**config.mk**
```make
export PLATFORM = sky130hd
export DESIGN_NAME = ivp_vector_place
export DESIGN_NICKNAME = d
export VERILOG_FILES = /design/src/ivp_vector_place.v
export VERILOG_INCLUDE_DIRS = /design/src
export SDC_FILE = /design/constraint.sdc
export NUM_CORES = 1
export LEC_CHECK = 0
export BUFFER_PORTS_ARGS = -buffer_cell sky130_fd_sc_hd__buf_2
export CORE_ASPECT_RATIO = 1.1
export CORE_MARGIN = 2
export CORE_UTILIZATION = 43
export DETAILED_ROUTE_END_ITERATION = 10
export GPL_ROUTABILITY_DRIVEN = 0
export GPL_TIMING_DRIVEN = 0
export MAX_ROUTING_LAYER = met4
export PLACE_DENSITY = 0.82
export SYNTH_ARGS = -nofsm -noshare
export SYNTH_HDL_FRONTEND = slang
export SYNTH_SLANG_ARGS = --single-unit
```
**constraint.sdc**
```tcl
create_clock -name core_clk -period 2.15 [get_ports core_clk]
set_input_delay 0.3225 -clock core_clk [delete_from_list [all_inputs] [get_ports core_clk]]
set_output_delay 0.3225 -clock core_clk [all_outputs]
set_load 0.005 [all_outputs]
```
**src/ivp_regs.vh**
```
/*
 Register offsets, field positions, reset values and timing counts for the
 interrupt vector placement block. Assumes inclusion by bare name.
*/
`ifndef IVP_REGS_VH
`define IVP_REGS_VH
`define IVP_CTRL_OFFSET 4'h0
`define IVP_STAT_OFFSET 4'h4
`define IVP_CTRL_RESET 8'h00
`define IVP_BIT_UNLOCK 0
`define IVP_BIT_SELECT 1
`define IVP_BIT_IRQ2 5
`define IVP_BIT_IRQ0 6
`define IVP_BIT_IRQ1 7
`define IVP_CTRL_WMASK 8'he3
`define IVP_UNLOCK_CYCLES 3'h4
`define IVP_VEC_OFFSET 16'h0002
`define IVP_BOOT_4K 16'h3800
`define IVP_BOOT_2K 16'h3c00
`define IVP_BOOT_1K 16'h3e00
`define IVP_BOOT_512 16'h3f00
`define IVP_RESP_OKAY 2'h0
`define IVP_RESP_SLVERR 2'h2
`endif

```
**src/ivp_vector_place.v**
```verilog
/*
 Interrupt vector placement: control register over AXI4-Lite, timed unlock
 of the vector table select, interrupt hold-off and vector/reset bases.
 Assumes fuses and lock bits are static levels synchronous to core_clk and
 that the CPU reports which section it executes from and when an
 instruction retires.
*/
// Chosen here: the register addresses and the AXI4-Lite slave port.
// Overview of operation
// RULE1: Select zero puts vectors at flash start; one puts them at boot start.
// RULE2: Boot start, hence relocated base, follows boot size fuse; 4K gives 3800.
// RULE3: Unprogrammed reset fuse resets to zero while vectors sit at boot plus two.
// RULE4: Programmed reset fuse starts execution at the boot reset address.
// RULE5: Relocated vector address is normal table address plus boot start.
// RULE6: Software sets unlock, then within four cycles writes select with unlock zero.
// RULE7: Unlock clears by hardware four cycles after set or when select is written.
// RULE8: Interrupts blocked from unlock set until after the instruction after select write.
// RULE9: Without a select write, interrupts stay blocked four cycles then release.
// RULE10: Automatic blocking never touches the global interrupt enable flag.
// RULE11: Vectors in boot and app lock programmed block interrupts in application code.
// RULE12: Vectors in application and boot lock programmed block interrupts in boot code.
// RULE13: Eight bit control register resets zero; bits 4 to 2 read only.
// RULE14: A select write without an open unlock window leaves placement unchanged.
`timescale 1ns/1ps
`include "ivp_regs.vh"
module ivp_vector_place #(
   parameter ADDR_W = 4
) (
   input wire core_clk,
   input wire rst,
   input wire [ADDR_W-1:0] s_axi_awaddr,
   input wire [2:0] s_axi_awprot,
   input wire s_axi_awvalid,
   output wire s_axi_awready,
   input wire [31:0] s_axi_wdata,
   input wire [3:0] s_axi_wstrb,
   input wire s_axi_wvalid,
   output wire s_axi_wready,
   output reg [1:0] s_axi_bresp,
   output reg s_axi_bvalid,
   input wire s_axi_bready,
   input wire [ADDR_W-1:0] s_axi_araddr,
   input wire [2:0] s_axi_arprot,
   input wire s_axi_arvalid,
   output wire s_axi_arready,
   output reg [31:0] s_axi_rdata,
   output reg [1:0] s_axi_rresp,
   output reg s_axi_rvalid,
   input wire s_axi_rready,
   input wire boot_reset_fuse_n,
   input wire [1:0] boot_size_fuse,
   input wire app_section_lock_b_n,
   input wire boot_section_lock_b_n,
   input wire exec_in_boot,
   input wire insn_retire,
   output reg [15:0] vector_base,
   output reg [15:0] reset_address,
   output wire irq_block,
   output wire ext_irq_zero_enable,
   output wire ext_irq_one_enable,
   output wire ext_irq_two_enable,
   output wire vector_table_select
);
   reg [7:0] ctrl;
   reg [2:0] unlock_cnt;
   reg [2:0] hold_state;
   reg [ADDR_W-1:0] aw_addr;
   reg aw_full;
   reg [31:0] w_data;
   reg [3:0] w_strb;
   reg w_full;
   reg [15:0] boot_start;
   wire do_write;
   wire ctrl_hit;
   wire lane0;
   wire [7:0] wr_byte;
   wire unlock_open;
   wire sel_write;
   wire lock_block;

   localparam HOLD_IDLE = 3'b001;
   localparam HOLD_WAIT = 3'b010;
   localparam HOLD_INSN = 3'b100;

   assign s_axi_awready = !aw_full && !s_axi_bvalid;
   assign s_axi_wready = !w_full && !s_axi_bvalid;
   assign s_axi_arready = !s_axi_rvalid;
   assign do_write = aw_full && w_full && !s_axi_bvalid;
   assign ctrl_hit = (aw_addr == `IVP_CTRL_OFFSET);
   assign lane0 = w_strb[0];
   assign wr_byte = w_data[7:0];
   assign unlock_open = ctrl[`IVP_BIT_UNLOCK];
   // A control write with unlock clear while the window is open changes the select.
   assign sel_write = do_write && ctrl_hit && lane0 && unlock_open
      && !wr_byte[`IVP_BIT_UNLOCK]; // RULE6
   assign ext_irq_zero_enable = ctrl[`IVP_BIT_IRQ0];
   assign ext_irq_one_enable = ctrl[`IVP_BIT_IRQ1];
   assign ext_irq_two_enable = ctrl[`IVP_BIT_IRQ2];
   assign vector_table_select = ctrl[`IVP_BIT_SELECT];
   assign lock_block = (ctrl[`IVP_BIT_SELECT] && !app_section_lock_b_n && !exec_in_boot) // RULE11
      || (!ctrl[`IVP_BIT_SELECT] && !boot_section_lock_b_n && exec_in_boot); // RULE12
   // Block output only gates delivery; the global enable flag lives in the CPU.
   assign irq_block = unlock_open || (hold_state != HOLD_IDLE) || lock_block; // RULE8 RULE10

   always @* begin
      case (boot_size_fuse)
         2'b00: boot_start = `IVP_BOOT_4K; // RULE2
         2'b01: boot_start = `IVP_BOOT_2K;
         2'b10: boot_start = `IVP_BOOT_1K;
         default: boot_start = `IVP_BOOT_512;
      endcase
   end

   always @(posedge core_clk) begin
      if (rst) begin
         vector_base <= 16'h0000;
         reset_address <= 16'h0000;
      end else begin
         vector_base <= ctrl[`IVP_BIT_SELECT] ? boot_start + `IVP_VEC_OFFSET
            : `IVP_VEC_OFFSET; // RULE1 RULE3 RULE5
         reset_address <= boot_reset_fuse_n ? 16'h0000 : boot_start; // RULE3 RULE4
      end
   end

   always @(posedge core_clk) begin
      if (rst) begin
         aw_full <= 1'b0;
         aw_addr <= {ADDR_W{1'b0}};
         w_full <= 1'b0;
         w_data <= 32'h00000000;
         w_strb <= 4'h0;
         s_axi_bvalid <= 1'b0;
         s_axi_bresp <= `IVP_RESP_OKAY;
      end else begin
         if (s_axi_awvalid && s_axi_awready) begin
            aw_full <= 1'b1;
            aw_addr <= s_axi_awaddr;
         end
         if (s_axi_wvalid && s_axi_wready) begin
            w_full <= 1'b1;
            w_data <= s_axi_wdata;
            w_strb <= s_axi_wstrb;
         end
         if (do_write) begin
            aw_full <= 1'b0;
            w_full <= 1'b0;
            s_axi_bvalid <= 1'b1;
            s_axi_bresp <= (ctrl_hit || aw_addr == `IVP_STAT_OFFSET) ? `IVP_RESP_OKAY
               : `IVP_RESP_SLVERR;
         end else if (s_axi_bvalid && s_axi_bready) begin
            s_axi_bvalid <= 1'b0;
         end
      end
   end

   always @(posedge core_clk) begin
      if (rst) begin
         ctrl <= `IVP_CTRL_RESET; // RULE13
         unlock_cnt <= 3'h0;
      end else begin
         if (do_write && ctrl_hit && lane0) begin
            ctrl[`IVP_BIT_IRQ1] <= wr_byte[`IVP_BIT_IRQ1];
            ctrl[`IVP_BIT_IRQ0] <= wr_byte[`IVP_BIT_IRQ0];
            ctrl[`IVP_BIT_IRQ2] <= wr_byte[`IVP_BIT_IRQ2];
         end
         if (sel_write) begin
            ctrl[`IVP_BIT_SELECT] <= wr_byte[`IVP_BIT_SELECT];
            ctrl[`IVP_BIT_UNLOCK] <= 1'b0; // RULE7
            unlock_cnt <= 3'h0;
         end else if (do_write && ctrl_hit && lane0 && wr_byte[`IVP_BIT_UNLOCK]) begin
            // Select is ignored in the unlock write itself.
            ctrl[`IVP_BIT_UNLOCK] <= 1'b1; // RULE14
            unlock_cnt <= `IVP_UNLOCK_CYCLES;
         end else if (unlock_open) begin
            if (unlock_cnt == 3'h1) begin
               ctrl[`IVP_BIT_UNLOCK] <= 1'b0; // RULE7 RULE9
            end
            unlock_cnt <= unlock_cnt - 3'h1;
         end
      end
   end

   // After the select write, hold interrupts until the following instruction retires.
   always @(posedge core_clk) begin
      if (rst) begin
         hold_state <= HOLD_IDLE;
      end else begin
         case (hold_state)
            HOLD_IDLE: if (sel_write) hold_state <= HOLD_WAIT; // RULE8
            HOLD_WAIT: if (insn_retire) hold_state <= HOLD_INSN;
            HOLD_INSN: if (insn_retire) hold_state <= HOLD_IDLE;
            default: hold_state <= HOLD_IDLE;
         endcase
      end
   end

   always @(posedge core_clk) begin
      if (rst) begin
         s_axi_rvalid <= 1'b0;
         s_axi_rdata <= 32'h00000000;
         s_axi_rresp <= `IVP_RESP_OKAY;
      end else if (s_axi_arvalid && s_axi_arready) begin
         s_axi_rvalid <= 1'b1;
         s_axi_rresp <= `IVP_RESP_OKAY;
         if (s_axi_araddr == `IVP_CTRL_OFFSET) begin
            s_axi_rdata <= {24'h000000, ctrl & `IVP_CTRL_WMASK};
         end else if (s_axi_araddr == `IVP_STAT_OFFSET) begin
            s_axi_rdata <= {reset_address, vector_base};
         end else begin
            s_axi_rdata <= 32'h00000000;
            s_axi_rresp <= `IVP_RESP_SLVERR;
         end
      end else if (s_axi_rvalid && s_axi_rready) begin
         s_axi_rvalid <= 1'b0;
      end
   end
endmodule // ivp_vector_place

```
==> results.yml <==
run_status:
  status: "finished, final reports clean"
floorplan:
  initial_utilization: 0.453
  dieHeight_microns: 80.6
  ioPinCount: 142
  dieArea_sq_um: 5930
  row_count: 27
  core_region_area_sq_um: 5070
  die_w_microns: 73.6
clocking:
  cts_tree: "built"
  clkLatencyLatePin_ps: 300
  clockBufferDepth: 2
  clk_pin_slew_worst_paths_ps: 90
  cts_resized: 0
  postCtsSetupBuffers: 0
  holdBufCountCts: 0
  cts_buffers: 5
  cts.htree.levels: 2
  root_buffer: "clkbuf_8"
  cts_sinks: 49
critical_path:
  regToRegSetupSlack_ps: 360
  cp.arrival_ps: 2020
  required_ps: 2390
  cp-end-kind: "flop"
  r2r_cells: 4
  rr_startpoint: "s_axi_rvalid"
  worst_setup_path_start_kind: "flop"
  r2r_end: "s_axi_rdata[28]"
  crit_fanout: 10
  crit_type: "reg2reg"
pwr:
  p_comb_frac: 0.139
  pwr_density_cell_nw_per_um2: 590
  ir_drop_v: 0.000398
  finalPower_w: 0.00173
  p_leak_nw: 1.42
  seqPwrFrac: 0.554
  switchingPower_w: 0.000444
  p_clk_frac: 0.307
  sw_frac_of_total: 0.257
  internal-power_w: 0.00128
layout:
  register_area_sq_um: 981
  fillCellCount: 470
  area_growth_pct: 27.6
  layout.nets: 432
  antenna_cells: 0
  drive_gt1_frac: 0.351
  multi_input_area_sq_um: 1000
sta:
  report.final.slew_viol_count: 0
  setup_tns_ps: 0
  finalHoldViolCount: 0
  setup_viol_count_final: 0
  rsz0062_at_grt: "false"
  tightest_slew_ps: 766
  hold_ws_ps: 207
  clock.fmax_mhz: 559
  finClkSkew_ps: 10.4
  fin_ws_ps: 362
  timing.slew.headroom: 0.482
  period_share: 0.831
  period_minus_slack_ps: 1790
synth:
  syn_avg_cell_area_sq_um: 8.96
  synth_warnings: 0
  synth_top_area_share: 0.428
  synthCells: 256
  ys_ff_latch: 49
  seq_area_frac_synth: 0.428
  ys_types: 42
  synth_area_leaders: "dfxtp_1 43%, buf_4 14%, mux2i_1 4.8%, nor2_1 4.7%, a21oi_1 3.9%"
  synth_top_cell_by_area: "dfxtp_1"
  syn_area_sq_um: 2290
route:
  viasPerCell: 4.58
  drt_pass1_iterations: 4
  drt-initial-drc-count: 129
  post_drt_wl_per_cell_microns: 11.9
  antenna_left: 0
  routed_wl_microns: 5070
  drcViolationCount: 0
  num_vias: 1947
placed_design:
  hpwl_microns: 3990
  pre_cts_slack_ps: 291
  io_buffers: 68
worst_hold_path:
  hp-start: "insn_retire"
  hold_end: "hold_state[1]"
  whs_path_depth: 2
  hold_path_class: "in2reg"
grt:
  grt_overflow: 0
  grt_pass1_wl_microns: 7550
  grt_max_degree: 16
  track_usage: 0.170
  antenna_found_initial: 0
  grt_pass1_vias: 1695
run:
  max_cap_viol_count: 0
==> cells in the mapped netlist <==
cell        n
nor3b_2     1
mux2_2      1
buf_1       2
clkinv_1    1
a211oi_1    3
a32oi_1     5
nand4_1    11
nor3b_1     3
or4b_2      1
nand3b_1    1
ha_1        2
buf_4      44
and2_1      2
nor4bb_1    1
conb_1      1
nor4b_1     1
o22a_1      1
dfxtp_1    49
and3_1      1
nand3_1     1
o2bb2ai_1   2
a311o_1     1
nor2b_1     5
a221oi_1    1
o41ai_1     1
nand2b_1    5
buf_6       2
inv_1      10
and3b_1     1
buf_2       1
a21oi_1    18
clkbuf_1    9
o32ai_1     1
nor4_4      1
nand4bb_1   1
o21ai_0     6
or3b_2      2
or4b_4      1
nor2_1     29
nor3_1      4
mux2i_1    11
nand2_1    12
==> cell type report <==
cell class | instances | area share
inverters | 11 | 0.0141
plain buffers | 58 | 0.136
repair buffers | 68 | 0.116
clock inverters | 2 | 0.00513
multi-input cells | 173 | 0.343
flip-flops and latches | 49 | 0.335
well taps | 58 | 0.0248
clock buffers | 6 | 0.0248
==> state kept, by name (all words and copies together), names as in the netlist <==
register       flops
aw_addr            4
w_strb             1
w_full             1
vector_base        5
s_axi_rresp        1
hold_state         3
s_axi_rdata       13
unlock_cnt         3
s_axi_bvalid       1
reset_address      4
aw_full            1
s_axi_bresp        1
ctrl               5
w_data             5
s_axi_rvalid       1
==> power by group through the flow <==
stage	Sequential (W)	Clock (W)	Combinational [W]
2_1_floorplan	0.000972	0	0.000169
3_3_place_gp	0.000977	0	0.000231
3_5_place_dp	0.000977	0	0.000236
4_1_cts	0.000956	0.000546	0.000237
5_1_grt	0.000961	0.000580	0.000266
6_report	0.000957	0.000531	0.000239
==> metal layers <==
metal	wire, microns	global-route usage	up-vias
li1	-	-	1012
met1	2220	0.202	847
met2	2380	0.276	80
met3	386	0.0364	8
met4	79	0.0691	0
met5	0	-	-
==> cell usage in the layout (no fill, tap or decap), drive strengths merged, types with 3 or more instances in the layout <==
cell type and n:
nor3 4, conb 36, buf 117, dfxtp 49, nor2b 5, inv 10, a21oi 18, mux2i 11
a211oi 3, nor2 29, nand2b 5, nor3b 4, nand4 11, nand2 12, clkbuf 15, a32oi 5
o21ai 6
==> logic make-up after synthesis <==
logic type      Yosys count  synth area share
compound gates           39             0.109
fa+ha+maj                 2            0.0109
buf+inv                  69             0.192
flops                    49             0.428
mux                      12            0.0529
other cells               1           0.00164
simple gates             84             0.206
==> per-stage QoR <==
| step | std cells | instance area [sq um] | utilization |
|---|---|---|---|
| global route | 425 | 2930 | 0.577 |
| detailed placement | 417 | 2840 | 0.560 |
| finish | 425 | 2930 | 0.577 |
| global placement | 417 | 2840 | 0.560 |
| CTS | 425 | 2930 | 0.577 |
| floorplan | 291 | 2420 | - |
==> critical path, stage by stage, from the launching register on <==
cell and delay, ps:
dfxtp_1 350, nor4b_1 700, buf_2 340, nand4_1 140, a21oi_1 190
==> worst max-delay path by stage <==
| stage | end | slack, ps | cells after the start | start |
|---|---|---|---|---|
| 6_report | s_axi_rdata[28] | 360 | 4 | s_axi_rvalid |
| 5_1_grt | s_axi_rdata[28] | 210 | 4 | s_axi_rvalid |
| 4_1_cts | s_axi_rdata[28] | 340 | 4 | s_axi_rvalid |
| 3_5_place_dp | s_axi_rdata[28] | 290 | 5 | s_axi_araddr[3] |
| 3_3_place_gp | s_axi_rdata[8] | 330 | 5 | s_axi_araddr[3] |
| 2_1_floorplan | unlock_cnt[2] | 450 | 5 | s_axi_bvalid |
Power figures use the tool's default switching activity.
